==> config.mk <==
export PLATFORM = sky130hd
export DESIGN_NAME = fepipe_top
export DESIGN_NICKNAME = d
export VERILOG_FILES = /design/src/design/fepipe_pkg.sv /design/src/design/fepipe_phase_gen.sv /design/src/design/fepipe_top.sv
export SDC_FILE = /design/constraint.sdc
export NUM_CORES = 1
export LEC_CHECK = 0
export BUFFER_PORTS_ARGS = -buffer_cell sky130_fd_sc_hd__buf_2
export CAP_MARGIN = 10
export CORE_ASPECT_RATIO = 1.5
export CORE_MARGIN = 2
export CORE_UTILIZATION = 31
export CTS_BUF_LIST = sky130_fd_sc_hd__clkbuf_8
export DETAILED_ROUTE_END_ITERATION = 8
export PLACE_DENSITY = 0.56
export SETUP_SLACK_MARGIN = 0.2
export SYNTH_ARGS = -nofsm -noshare
export SYNTH_HDL_FRONTEND = slang
export SYNTH_HIERARCHICAL = 1
export SYNTH_SLANG_ARGS = --single-unit
==> constraint.sdc <==
create_clock -name clock -period 2.9 [get_ports clock]
set_clock_uncertainty 0.05 [all_clocks]
set_input_delay 0.145 -clock clock [delete_from_list [all_inputs] [get_ports clock]]
set_output_delay 0.145 -clock clock [all_outputs]
set_load 0.05 [all_outputs]
==> src/design/fepipe_pkg.sv <==
// Constants and types shared by the fetch/execute pipeline sequencer
package fepipe_pkg;
   localparam int unsigned FEPIPE_PC_W = 15;
   localparam int unsigned FEPIPE_INSN_W = 16;
   localparam logic [FEPIPE_PC_W-1:0] FEPIPE_RESET_VECTOR = 15'h0000;
   localparam int unsigned FEPIPE_PHASES = 4;
   localparam int unsigned FEPIPE_PAGE_W = 8;
   // Start-up counts in system clock periods
   localparam int unsigned FEPIPE_SST_XTAL = 1024;
   localparam int unsigned FEPIPE_SST_RC_SHORT = 2;
   localparam int unsigned FEPIPE_SST_RC_LONG = 1024;
   localparam int unsigned FEPIPE_SST_W = 11;
   typedef enum logic [1:0] {
      FEPIPE_SRC_XTAL,
      FEPIPE_SRC_RC_SHORT,
      FEPIPE_SRC_RC_LONG,
      FEPIPE_SRC_RSVD
   } fepipe_src_t;
endpackage : fepipe_pkg

==> src/design/fepipe_phase_gen.sv <==
// Four-phase instruction cycle generator
`timescale 1ns/1ps
`default_nettype none
module fepipe_phase_gen
   import fepipe_pkg::*;
(
   input wire logic clock,
   input wire logic reset_n,
   input wire logic clock_enable,
   input wire logic run,
   output logic [FEPIPE_PHASES-1:0] instruction_phase_clocks
);
   typedef struct packed {
      logic [FEPIPE_PHASES-1:0] ring;
   } fepipe_ph_state_t;
   fepipe_ph_state_t state;
   fepipe_ph_state_t next_state;

   always_comb begin
      next_state = state;
      if (!run) begin
         next_state.ring = '0;
      end else if (state.ring == '0) begin
         next_state.ring = 4'h1;
      end else begin
         // One-hot rotation keeps phases non-overlapping
         next_state.ring = {state.ring[FEPIPE_PHASES-2:0], state.ring[FEPIPE_PHASES-1]};
      end
   end

   always_ff @(posedge clock) begin
      if (!reset_n) begin
         state <= '0;
      end else if (clock_enable) begin
         state <= next_state;
      end
   end

   assign instruction_phase_clocks = state.ring;
endmodule : fepipe_phase_gen
`default_nettype wire

==> src/design/fepipe_top.sv <==
// Fetch/execute pipeline sequencer for a small 8-bit core
// Behaviour
// - Four non-overlapping one-hot phases; one full pass is one instruction cycle.
// - Program counter advances at end of phase one, new word fetched in phase two.
// - Phases two to four decode and execute the previously fetched word.
// - Fetch of next word overlaps execution, one instruction per cycle.
// - Instructions that change the program counter take two instruction cycles.
// - Branch: target then branch cycle; prefetched word is flushed, not executed.
// - Core held for start-up count of system clocks chosen by oscillator source.
// - Taken skip discards prefetched word, dummy cycle while correct word fetched.
// - Low program counter byte write jumps in page, inserts one dummy cycle.
`timescale 1ns/1ps
`default_nettype none
module fepipe_top
   import fepipe_pkg::*;
(
   input wire logic clock,
   input wire logic reset_n,
   input wire logic clock_enable,
   input wire logic [1:0] osc_source_select,
   output logic [FEPIPE_PC_W-1:0] fetch_address,
   output logic fetch_strobe,
   input wire logic [FEPIPE_INSN_W-1:0] fetch_data,
   output logic [FEPIPE_INSN_W-1:0] exec_word,
   output logic exec_valid,
   output logic [FEPIPE_PHASES-1:0] instruction_phase_clocks,
   output logic [FEPIPE_PC_W-1:0] program_counter,
   output logic core_running,
   input wire logic branch_taken,
   input wire logic [FEPIPE_PC_W-1:0] branch_target,
   input wire logic skip_taken,
   input wire logic program_counter_low_byte_write,
   input wire logic [FEPIPE_PAGE_W-1:0] program_counter_low_byte
);
   typedef struct packed {
      logic [FEPIPE_SST_W-1:0] sst_count;
      logic running;
      logic [FEPIPE_PC_W-1:0] pc;
      logic [FEPIPE_INSN_W-1:0] prefetch;
      logic prefetch_valid;
      logic [FEPIPE_INSN_W-1:0] exec;
      logic exec_ok;
      logic fetch_req;
   } fepipe_state_t;
   fepipe_state_t state;
   fepipe_state_t next_state;
   logic [FEPIPE_PHASES-1:0] phase;
   logic [FEPIPE_SST_W-1:0] sst_limit;
   logic [1:0] src_meta;
   logic [1:0] src_sync;
   logic redirect;

   // Strap may change asynchronously; two flops before use
   always_ff @(posedge clock) begin
      if (!reset_n) begin
         src_meta <= 2'h0;
         src_sync <= 2'h0;
      end else if (clock_enable) begin
         src_meta <= osc_source_select;
         src_sync <= src_meta;
      end
   end

   always_comb begin
      case (fepipe_src_t'(src_sync))
         FEPIPE_SRC_XTAL: sst_limit = FEPIPE_SST_W'(FEPIPE_SST_XTAL);
         FEPIPE_SRC_RC_SHORT: sst_limit = FEPIPE_SST_W'(FEPIPE_SST_RC_SHORT);
         FEPIPE_SRC_RC_LONG: sst_limit = FEPIPE_SST_W'(FEPIPE_SST_RC_LONG);
         default: sst_limit = FEPIPE_SST_W'(FEPIPE_SST_XTAL);
      endcase
   end

   fepipe_phase_gen u_phase (
      .clock(clock),
      .reset_n(reset_n),
      .clock_enable(clock_enable),
      .run(state.running),
      .instruction_phase_clocks(phase)
   );

   // Any change of flow in phase four of a valid execution flushes the prefetch
   assign redirect = state.exec_ok && phase[FEPIPE_PHASES-1]
      && (branch_taken || skip_taken || program_counter_low_byte_write);

   always_comb begin
      next_state = state;
      next_state.fetch_req = 1'b0;
      if (!state.running) begin
         // Hold core until start-up count elapses
         if (state.sst_count >= sst_limit - 1'b1) begin
            next_state.running = 1'b1;
         end else begin
            next_state.sst_count = state.sst_count + 1'b1;
         end
      end else if (phase[0]) begin
         // Request fetch for phase two, overlapped with execution
         next_state.fetch_req = 1'b1;
         next_state.pc = state.pc + 1'b1;
         next_state.exec = state.prefetch;
         next_state.exec_ok = state.prefetch_valid;
      end else if (phase[1]) begin
         next_state.prefetch = fetch_data;
         next_state.prefetch_valid = 1'b1;
      end else if (phase[FEPIPE_PHASES-1]) begin
         // Two-cycle flow change: flushed word becomes dummy cycle
         if (redirect) begin
            next_state.prefetch_valid = 1'b0;
         end
         if (state.exec_ok && branch_taken) begin
            next_state.pc = branch_target;
         end else if (state.exec_ok && program_counter_low_byte_write) begin
            // Jump limited to current page
            next_state.pc = {state.pc[FEPIPE_PC_W-1:FEPIPE_PAGE_W], program_counter_low_byte};
         end
         // Skip keeps incremented pc, so the skipped word is passed over
      end
      // Execute stage in phases two to four
   end

   always_ff @(posedge clock) begin
      if (!reset_n) begin
         // Empty pipeline: first cycle fetches reset vector only
         state.sst_count <= '0;
         state.running <= 1'b0;
         state.pc <= FEPIPE_RESET_VECTOR;
         state.prefetch <= '0;
         state.prefetch_valid <= 1'b0;
         state.exec <= '0;
         state.exec_ok <= 1'b0;
         state.fetch_req <= 1'b0;
      end else if (clock_enable) begin
         state <= next_state;
      end
   end

   assign fetch_address = state.pc - 1'b1;
   assign fetch_strobe = state.fetch_req;
   assign exec_word = state.exec;
   assign exec_valid = state.exec_ok && !phase[0] && state.running;
   assign instruction_phase_clocks = phase;
   assign program_counter = state.pc;
   assign core_running = state.running;
endmodule : fepipe_top
`default_nettype wire

Word-level counts from Yosys, hierarchy flattened
Index checks and enable logic that the tools add are counted.
W data, S select, Z words.
- logic and storage cells: 58
- register bits: 70
- bits of input ports: 47
- output and inout port bits: 53
- muxes and demuxes: 15
- magnitude comparators: 1
- add/sub/neg operators: 4
- bitwise gates (word level): 3
- reduce and logical (&&, ||, !) cells: 21
- equal/unequal tests: 2
- operators with widths (cell ; count):
    $mux W15 ; 4
    $add A15 B1 Y15 const B ; 1
    $reduce_and A5 Y1 ; 3
    $sub A15 B1 Y15 const B ; 1
    $add A11 B1 Y11 const B ; 1
    $ge A11 B11 Y1 ; 1
    $mux W11 ; 1
    $sub A11 B1 Y11 const B ; 1
    $mux W4 ; 2
    $mux W8 ; 1
    $reduce_bool A2 Y1 ; 4
    $mux W1 ; 7
    $logic_and A1 B1 Y1 ; 6
    $reduce_and A3 Y1 ; 2
    $logic_not A4 Y1 ; 1
    $reduce_and A4 Y1 ; 1
    $not A1 Y1 ; 3
    $reduce_bool A3 Y1 ; 1
    $eq A2 B1 Y1 const B ; 1
    $logic_or A1 B1 Y1 ; 2
    $ne A2 B2 Y1 const B ; 1
    $logic_not A1 Y1 ; 1

Longest topological paths before layout
Gate-level depths: netlist of the first run.
- depth after elaboration: 6
- gate-level depth with buffers: 10

Hierarchy
Netlist of the first run, hierarchy kept.
- modules (own cells, without submodules) (module ; cells each ; times used ; seq. area each (um2) ; area an instance (um2)):
    fepipe_top ; 476 ; 1 ; 1321.3 ; 3597.2
    fepipe_phase_gen ; 17 ; 1 ; 80.1 ; 163.9

Worst setup path before layout of the first run
No wires, ideal clock.
- path kind: reg2out
- from: reg state (netlist bit program_counter[4])
- to: out fetch_address[9]
- cell stages (with the launch flop): 7
- arrival: 2.321 ns
- slack: 0.384 ns
- data required time: 2.705 ns
- buffers on the path: 1
- cell sequence: dfxtp_1 -> clkbuf_1 -> or4_1 -> nor2_1 -> nand2_1 -> or3_1 -> xnor2_1
- longest elaborated chain between the ends: 1
- RTL lines (item ; RTL line ; text):
    from (decl) ; fepipe_top.sv:45 ; fepipe_state_t state;
    from (signal assigned) ; fepipe_top.sv:132 ; state <= next_state;
    $sub A15 B1 Y15 ; fepipe_top.sv:136 ; assign fetch_address = state.pc - 1'b1;
    to (decl) ; fepipe_top.sv:21 ; output logic [FEPIPE_PC_W-1:0] fetch_address,
Every way passes these cells.

Worst setup path in the final report of the first run
- from: reg src_sync[1]
- to: reg state[52] (netlist name)
- longest elaborated chain between the ends: 6
- RTL lines (item ; RTL line ; text):
    from (decl) ; fepipe_top.sv:50 ; logic [1:0] src_sync;
    from (signal assigned) ; fepipe_top.sv:60 ; src_sync <= src_meta;
    $eq A2 B1 Y1 ; fepipe_top.sv:65 ; case (fepipe_src_t'(src_sync))
    $mux W11 ; fepipe_top.sv:65 ;
    $sub A11 B1 Y11 ; fepipe_top.sv:90 ; if (state.sst_count >= sst_limit - 1'b1) begin
    $ge A11 B11 Y1 ; fepipe_top.sv:90 ;
    $not A1 Y1 (no source line) ; -- ;
    $reduce_and A3 Y1 (no source line) ; -- ;
Every way passes these cells.
A chain may end at the register's enable or synchronous reset.

==> results.json, run 1 <==
{
  "outcome": "completed",
  "grt_pass1_wl_um": 16900,
  "yosys_warnings": 6,
  "slew_violations": 0,
  "startpoint_type": "register",
  "end_kind": "register",
  "final_nets": 630,
  "cp.arrival_ns": 2.89,
  "initial_core_util_pct": 31.6,
  "setup_tns_ns": 0,
  "vias_per_cell": 5.13,
  "hp-start": "branch_target[13]",
  "final-hold-violation-count": 0,
  "final_cells": 734,
  "fmax_ghz": 0.376,
  "netlist_instances": 493,
  "syn-cell-area_um2": 3760,
  "placed_area_um2": 4140,
  "num_vias": 3767,
  "overflow": 0,
  "ys_seq_area_share_pct": 37.3,
  "h-tree-depth": 3,
  "grt_max_degree": 55,
  "die_x_um": 93.9,
  "syn_nets": 547,
  "required_ns": 3.13,
  "place_inst": 692,
  "ant_nets": 0,
  "grt_pass1_vias": 3561,
  "synth_top_area_cell": "dfxtp_1",
  "r2r_start": "src_sync[1]",
  "path_clk_slew_ns": 0.07,
  "layout_commonest_cell": "buf_2",
  "ys_seq_elements": 70,
  "cts_root_buf": "clkbuf_8",
  "crit_type": "reg2reg",
  "ys.flop_type": "dfxtp_1",
  "drc": 0,
  "fp.dieH_um": 139,
  "fin_ws_ns": 0.243,
  "synth_top_area_share_pct": 37.3,
  "synth_edf_count": 0,
  "min_path_cells": 3,
  "fin_crit_sh_pct": 91.6,
  "grt_use_total_pct": 16.1,
  "vdd_drop_max_mv": 0.169,
  "core_um2": 11900,
  "detail_route.wirelength_um": 10700,
  "reg2reg_depth": 10,
  "p_per_area_nw_per_um2": 423,
  "drive_above_1_share_pct": 24.3,
  "reg2reg_slack_ns": 0.24,
  "rows": 49,
  "num_io_pins": 100,
  "setup_viol": 0,
  "dieArea_um2": 13000,
  "numCtsBuffers": 9,
  "power.leakage_nw": 1.90,
  "io_buffers": 99,
  "yosys.cell_types.count": 49,
  "hpwlAfterDp_um": 7190,
  "first_iter_violations": 162,
  "r2r_end": "state[52]",
  "diodes": 0,
  "tritoncts": "built",
  "synthTopCellsByArea": "dfxtp_1 (37%), nand2_1 (9.1%), a21oi_1 (8.6%)",
  "finalPower_w": 0.00197,
  "gp_congestion": 0.812,
  "async_flop_share_pct": 0,
  "worstSkewPairLatency_ns": 0.35,
  "cts_sinks": 70,
  "hold_end": "program_counter[13]",
  "syn_avg_cell_area_um2": 7.63,
  "dp_slack_ns": 0.192,
  "areaGrowthSynthToFinish_pct": 23.9,
  "drv_cap": 0,
  "max_slew.worst_pin.slew_ns": 0.950,
  "wl_per_cell_um": 14.6,
  "rsz0062_at_grt": "true",
  "path_max_fanout": 8,
  "firstDrtPassIters": 6,
  "hold_class": "in2reg",
  "antenna_found_initial": 0,
  "min_period_ns": 2.66,
  "layout_common_cells": "buf_2 (98), nand2_1 (91), dfxtp_1 (69)",
  "cts_buffer_depth": 2,
  "design_area_um2": 4660,
  "relSlewSlack_pct": 36.5
}
==> cells by family after synthesis <==
| family | count (synthesis) | share of synthesized area [%] |
|---|---|---|
| AOI/OAI and AO/OA | 113 | 17.8 |
| xor gates and xnor gates | 17 | 3.96 |
| adders and majority gates | 8 | 2.59 |
| buffers and inverters | 70 | 10.3 |
| DFF | 70 | 37.3 |
| muxes | 9 | 2.43 |
| and+or+nand+nor | 206 | 25.6 |
==> power by group <==
| group | switching, W | internal [W] | leakage [nW] |
|---|---|---|---|
| Combinational | 0.0000555 | 0.0000571 | 1.22 |
| Sequential | 0.00000642 | 0.000965 | 0.565 |
| Clock | 0.000380 | 0.000506 | 0.114 |
| Total | 0.000442 | 0.00153 | 1.90 |
==> through the flow <==
step	util (%)	hold WS [ns]
floorplan	-	0.231
global placement	34.8	0.338
detailed placement	34.8	0.343
CTS	38.3	0.00614
global route	39.2	0.0175
finish	39.2	0.0219
==> layer usage <==
metal	global-route usage, %	part of all wire (%)	up-vias
met5	0	0	-
met4	8.92	3.0	0
met3	2.66	4.1	32
met2	28.0	53	99
met1	18.4	40	1781
li1	-	-	1855
==> worst max-delay path by stage <==
stage | start | end
after floorplan | program_counter[4] | fetch_address[9]
after global placement | src_sync[1] | state[60]
after detailed placement | src_sync[1] | state[57]
after CTS | program_counter[2] | fetch_address[14]
after global routing | src_sync[1] | state[58]
final | src_sync[1] | state[52]
==> synth_stat cells (3+ instances only) <==
cell type	instances
nand2_1	91
dfxtp_1	70
a21oi_1	65
buf_4	31
nor2_1	27
clkbuf_1	23
nand3_1	21
nor3_1	15
xnor2_1	12
inv_1	11
mux2i_1	8
nand4_1	8
or4_1	8
and3_1	7
ha_1	7
nand2b_1	7
o21ai_0	7
o22ai_1	7
o31ai_1	7
and2_1	6
or3_1	6
xor2_1	5
a211oi_1	4
a21boi_0	3
a31oi_1	3
nor2b_1	3
nor4_1	3
o221ai_1	3
==> sequential cells by signal (all words and copies together) (netlist names) <==
signal / cells
state: 29
exec_word: 16
program_counter: 15
u_phase/instruction_phase_clocks: 4
src_meta: 2
src_sync: 2
core_running: 1
fetch_strobe: 1
==> worst max-delay path, stage by stage, from the launching register on <==
cell,delay (ns)
dfxtp_1,0.33
nand2b_2,0.17
clkinvlp_4,0.14
buf_4,0.17
ha_1,0.36
nand2_1,0.12
nor4_2,0.46
a211o_2,0.23
clkbuf_4,0.22
o21ai_0,0.16
a21oi_1,0.16
==> layout make-up <==
cell class                 instances  area, um^2
timing repair buffer             129         768
sequential                        70        1400
clock inverter                     6        85.1
clock buffer                      10         138
tap                              153         191
multi-input combinational        354        2020
fill                            1280        7240
inverter                          12        48.8
==> repair_timing <==
action                                  in CTS  in global routing
setup buffers                                0                  7
resized for setup                            2                 10
pin swaps                                    0                  2
endpoints found under the hold margin       18                  0
cloned                                       0                  1
endpoints found under the setup margin       7                 15
hold buffers                                18                  0
No activity file was read; power rests on OpenSTA's default activity.
==> inputs of run 2 (changes only) <==
--- a/config.mk
+++ b/config.mk
@@ -12,6 +12,8 @@
 export CORE_UTILIZATION = 31
 export CTS_BUF_LIST = sky130_fd_sc_hd__clkbuf_8
 export DETAILED_ROUTE_END_ITERATION = 8
+export GPL_ROUTABILITY_DRIVEN = 0
+export HOLD_SLACK_MARGIN = 0.03
 export PLACE_DENSITY = 0.56
 export SETUP_SLACK_MARGIN = 0.2
 export SYNTH_ARGS = -nofsm -noshare
==> results.json, run 2 (same netlist as run 1, synthesis figures left out) <==
{
  "outcome": "completed",
  "hp-start": "branch_target[10]",
  "largest_reg_flops": 29,
  "reg2reg_depth": 10,
  "slew_violations": 0,
  "io_buffers": 99,
  "cpPeakStageDelay_ns": 0.46,
  "cts_buffer_depth": 2,
  "vdd_drop_max_mv": 0.169,
  "drv_cap": 0,
  "tritoncts": "built",
  "initial_core_util_pct": 31.6,
  "layout_commonest_cell": "buf_2",
  "path_max_fanout": 8,
  "relSlewSlack_pct": 35.7,
  "setup_viol": 0,
  "die_x_um": 93.9,
  "reg2reg_slack_ns": 0.26,
  "multi_input_area_um2": 2020,
  "slowest_stage": "nor4_2",
  "cp.arrival_ns": 2.87,
  "diodes": 0,
  "hold_end": "program_counter[10]",
  "fp.dieH_um": 139,
  "path_clk_slew_ns": 0.07,
  "hold_class": "in2reg",
  "first_iter_violations": 156,
  "areaGrowthSynthToFinish_pct": 24.1,
  "antenna_found_initial": 0,
  "min_path_cells": 3,
  "layout_common_cells": "buf_2 (98), nand2_1 (91), dfxtp_1 (69)",
  "critical-path-top-delay-family": "simple AND/OR/NAND/NOR gates",
  "r2r_start": "src_sync[1]",
  "max_slew.worst_pin.slew_ns": 0.963,
  "wl_per_cell_um": 14.6,
  "ant_nets": 0,
  "detail_route.wirelength_um": 10700,
  "crit_type": "reg2reg",
  "setup_tns_ns": 0,
  "drive_above_1_share_pct": 24.2,
  "power.leakage_nw": 1.90,
  "overflow": 0,
  "numCtsBuffers": 9,
  "regMostFlops": "state",
  "end_kind": "register",
  "place_inst": 692,
  "num_vias": 3789,
  "startpoint_type": "register",
  "required_ns": 3.13,
  "grt_max_degree": 55,
  "num_io_pins": 100,
  "r2r_end": "state[52]",
  "final_nets": 631,
  "drc": 0,
  "core_um2": 11900,
  "worst-path-buf-inv": 3,
  "vias_per_cell": 5.16,
  "firstDrtPassIters": 7,
  "dieArea_um2": 13000,
  "cts_root_buf": "clkbuf_8",
  "min_period_ns": 2.64,
  "fin_crit_sh_pct": 91.1,
  "grt_pass1_wl_um": 16900,
  "n_fill_cell": 1280,
  "h-tree-depth": 3,
  "final_cells": 735,
  "hpwlAfterDp_um": 7190,
  "rows": 49,
  "rsz0062_at_grt": "true",
  "fmax_ghz": 0.379,
  "cts_sinks": 70,
  "grt_use_total_pct": 16.1,
  "worstSkewPairLatency_ns": 0.35,
  "grt_pass1_vias": 3561,
  "regArea_um2": 1400,
  "p_per_area_nw_per_um2": 422,
  "crit_chain": "nand2b_2, clkinvlp_4, buf_4, ha_1, nand2_1, nor4_2, a211o_2, clkbuf_4, o21ai_0, a21oi_1",
  "final-hold-violation-count": 0
}
==> run 2: worst max-delay path by stage <==
stage	slack [ns]	from	cells past startpoint	end
final	0.26	src_sync[1]	10	state[52]
after global placement	0.31	src_sync[1]	9	state[60]
after global routing	0.1	src_sync[1]	10	state[58]
after floorplan	0.38	program_counter[4]	6	fetch_address[9]
after CTS	0.17	program_counter[2]	6	fetch_address[14]
after detailed placement	0.19	src_sync[1]	9	state[57]
==> run 2: layout make-up <==
| cell class | count | area share [%] |
|---|---|---|
| clock buffer | 10 | 2.95 |
| multi-input combinational | 354 | 43.4 |
| timing repair buffer | 130 | 16.7 |
| sequential | 70 | 30.0 |
| inverter | 12 | 1.05 |
| clock inverter | 6 | 1.82 |
| tap | 153 | 4.10 |
==> run 2: worst register-to-register path, stage by stage (launching register included) <==
cell        delay (ns)
dfxtp_1           0.33
nand2b_2          0.17
clkinvlp_4        0.14
buf_4             0.17
ha_1              0.35
nand2_1           0.12
nor4_2            0.46
a211o_2           0.23
clkbuf_4          0.22
o21ai_0           0.17
a21oi_1           0.17
==> run 2: through the flow <==
stage	hold WS (ns)	cell area, um^2	power, W	utilization, %	worst slack, ns
6_report	0.0584	4670	0.00197	39.2	0.259
2_1_floorplan	0.231	3760	0.00103	-	0.384
3_3_place_gp	0.338	4140	0.00108	34.8	0.315
4_1_cts	0.0428	4560	0.00199	38.4	0.169
3_5_place_dp	0.343	4140	0.00108	34.8	0.192
5_1_grt	0.0718	4670	0.00206	39.2	0.0954
==> run 2: what timing repair did <==
| item | CTS | global route |
|---|---|---|
| buffers inserted | 0 | 7 |
| cloned | 0 | 1 |
| pin swaps | 0 | 2 |
| endpoints found under the hold margin | 19 | 0 |
| hold buffers | 19 | 0 |
| resized for setup | 2 | 10 |
| setup endpoints to repair | 7 | 15 |
==> run 2: metal layers <==
metal  GRT usage, %  vias to the layer above  routed length (um)
li1               -                     1860                   -
met1           18.4                     1807                4380
met2           28.0                       94                5600
met3           2.66                       28                 418
met4           8.92                        0                 312
met5              0                        -                   0
==> run 2: power breakdown <==
part	leakage, nW	switching (W)	internal, W
clock	0.114	0.000379	0.000506
combinational	1.22	0.0000559	0.0000580
sequential	0.565	0.00000644	0.000965
==> inputs of run 3 (changes only) <==
==> constraint.sdc (replaced) <==
create_clock -name clock -period 2.8 [get_ports clock]
set_clock_uncertainty 0.05 [all_clocks]
set_input_delay 0.42 -clock clock [delete_from_list [all_inputs] [get_ports clock]]
set_output_delay 0.42 -clock clock [all_outputs]
set_load 0.05 [all_outputs]
==> results.json, run 3 (same netlist as run 1, synthesis figures left out) <==
{
  "min_path_cells": 3,
  "ant_nets": 0,
  "wl_per_cell_um": 15.2,
  "die_x_um": 93.9,
  "grt_pass1_wl_um": 16900,
  "end_kind": "primary output",
  "cp.arrival_ns": 2.13,
  "place_inst": 698,
  "rsz0062_at_grt": "true",
  "vias_per_cell": 5.17,
  "largest_reg_flops": 29,
  "hold_class": "in2reg",
  "min_period_ns": 2.60,
  "diodes": 0,
  "fp.dieH_um": 139,
  "design_area_um2": 4610,
  "hpwlAfterDp_um": 7590,
  "intPower_w": 0.00139,
  "drive_above_1_share_pct": 29.2,
  "detail_route.wirelength_um": 10900,
  "antenna_found_initial": 0,
  "cts_root_buf": "clkbuf_8",
  "regMostFlops": "state",
  "power_frac_seq_pct": 54.5,
  "drv_cap": 0,
  "initial_core_util_pct": 31.6,
  "crit_type": "reg2out",
  "cts_buffer_depth": 2,
  "num_vias": 3724,
  "placed_area_um2": 4240,
  "reg2reg_depth": 9,
  "tritoncts": "built",
  "overflow": 0,
  "final_util_pct": 38.8,
  "first_iter_violations": 121,
  "holdBufCountCts": 0,
  "slew_violations": 0,
  "numCtsBuffers": 9,
  "path_clk_slew_ns": 0.08,
  "relSlewSlack_pct": 51.7,
  "outcome": "completed",
  "core_um2": 11900,
  "hp-start": "osc_source_select[0]",
  "p_per_area_nw_per_um2": 401,
  "cts_sinks": 70,
  "vdd_drop_max_mv": 0.189,
  "final-hold-violation-count": 0,
  "power.leakage_nw": 1.87,
  "grt_use_total_pct": 16.3,
  "setup_tns_ns": 0,
  "r2r_start": "src_sync[1]",
  "rows": 49,
  "io_buffers": 99,
  "finalPower_w": 0.00185,
  "worstSkewPairLatency_ns": 0.35,
  "path_max_fanout": 4,
  "layout_common_cells": "buf_2 (93), nand2_1 (90), dfxtp_1 (69)",
  "h-tree-depth": 3,
  "reg2reg_slack_ns": 0.31,
  "grt_max_degree": 37,
  "num_io_pins": 100,
  "required_ns": 2.33,
  "final_nets": 617,
  "final_cells": 721,
  "setup_viol": 0,
  "drc": 0,
  "dieArea_um2": 13000,
  "hold_end": "src_meta[0]",
  "grt_pass1_vias": 3457,
  "comb_power_share_pct": 5.4,
  "clkPwrFrac_pct": 40.1,
  "areaGrowthSynthToFinish_pct": 22.7,
  "layout_commonest_cell": "buf_2",
  "r2r_end": "state[57]",
  "swShare_pct": 25.0,
  "startpoint_type": "register",
  "power.switching_w": 0.000462,
  "firstDrtPassIters": 5,
  "fin_crit_sh_pct": 93.0,
  "max_slew.worst_pin.slew_ns": 0.722,
  "fmax_ghz": 0.384
}
run 3: cell types whose count changed in the layout (fill, tap and decap cells not counted), moves of 4 or more:
cell and delta:
xnor2_1 -4, xnor2_2 +4, dlygate4sd3_1 -19, buf_2 -5
or4_4 +4, or4_1 -4, buf_4 +7
run 3: worst max path at each step:
stage	depth (start not counted)	slack, ns	startpoint	end
2_1_floorplan	6	0.13	program_counter[4]	fetch_address[14]
3_3_place_gp	9	0.22	src_sync[1]	state[59]
3_5_place_dp	9	0.1	src_sync[1]	state[57]
4_1_cts	6	0.19	program_counter[2]	fetch_address[12]
5_1_grt	6	0.13	program_counter[2]	fetch_address[14]
6_report	6	0.20	program_counter[2]	fetch_address[14]
run 3: layout make-up:
| type | count | area [um^2] |
|---|---|---|
| inverters | 12 | 48.8 |
| repair buffers | 115 | 642 |
| clock inverters | 6 | 38.8 |
| clock buffers | 10 | 138 |
| multi-input cells | 355 | 2150 |
| flip-flops and latches | 70 | 1400 |
| fillers | 1315 | 7280 |
| well taps | 153 | 191 |
run 3: metrics by stage:
stage	setup slack [ns]	hold slack, ns
2_1_floorplan	0.129	0.378
3_3_place_gp	0.222	0.384
3_5_place_dp	0.0988	0.395
4_1_cts	0.187	0.235
5_1_grt	0.129	0.230
6_report	0.197	0.247
run 3: what timing repair did:
item                       in CTS  in global routing
setup endpoints to repair      13                 13
setup buffers                   0                  5
gates cloned                    0                  2
pin swaps                       2                  3
gates resized for setup        18                 18
hold endpoints to repair        0                  0
run 3: power groups by stage:
stage	clock network, W	registers, W	logic (W)
3_3_place_gp	0	0.00103	0.0000925
2_1_floorplan	0	0.00103	0.0000415
5_1_grt	0.000808	0.00101	0.000111
4_1_cts	0.000761	0.00101	0.0000942
6_report	0.000742	0.00101	0.0000998
3_5_place_dp	0	0.00103	0.0000936
run 3: worst max-delay path, stage by stage, from the launching register on:
cell	delay [ns]
dfxtp_1	0.31
or4_4	0.55
nor2_4	0.14
nand3_4	0.12
nor4_4	0.30
xor2_2	0.18
buf_6	0.18
run 3: layer usage:
| metal | wire, um | global-route usage [%] |
|---|---|---|
| met1 | 4380 | 18.9 |
| met4 | 262 | 7.40 |
| met2 | 5740 | 28.3 |
| met3 | 549 | 3.32 |
| met5 | 0 | 0 |
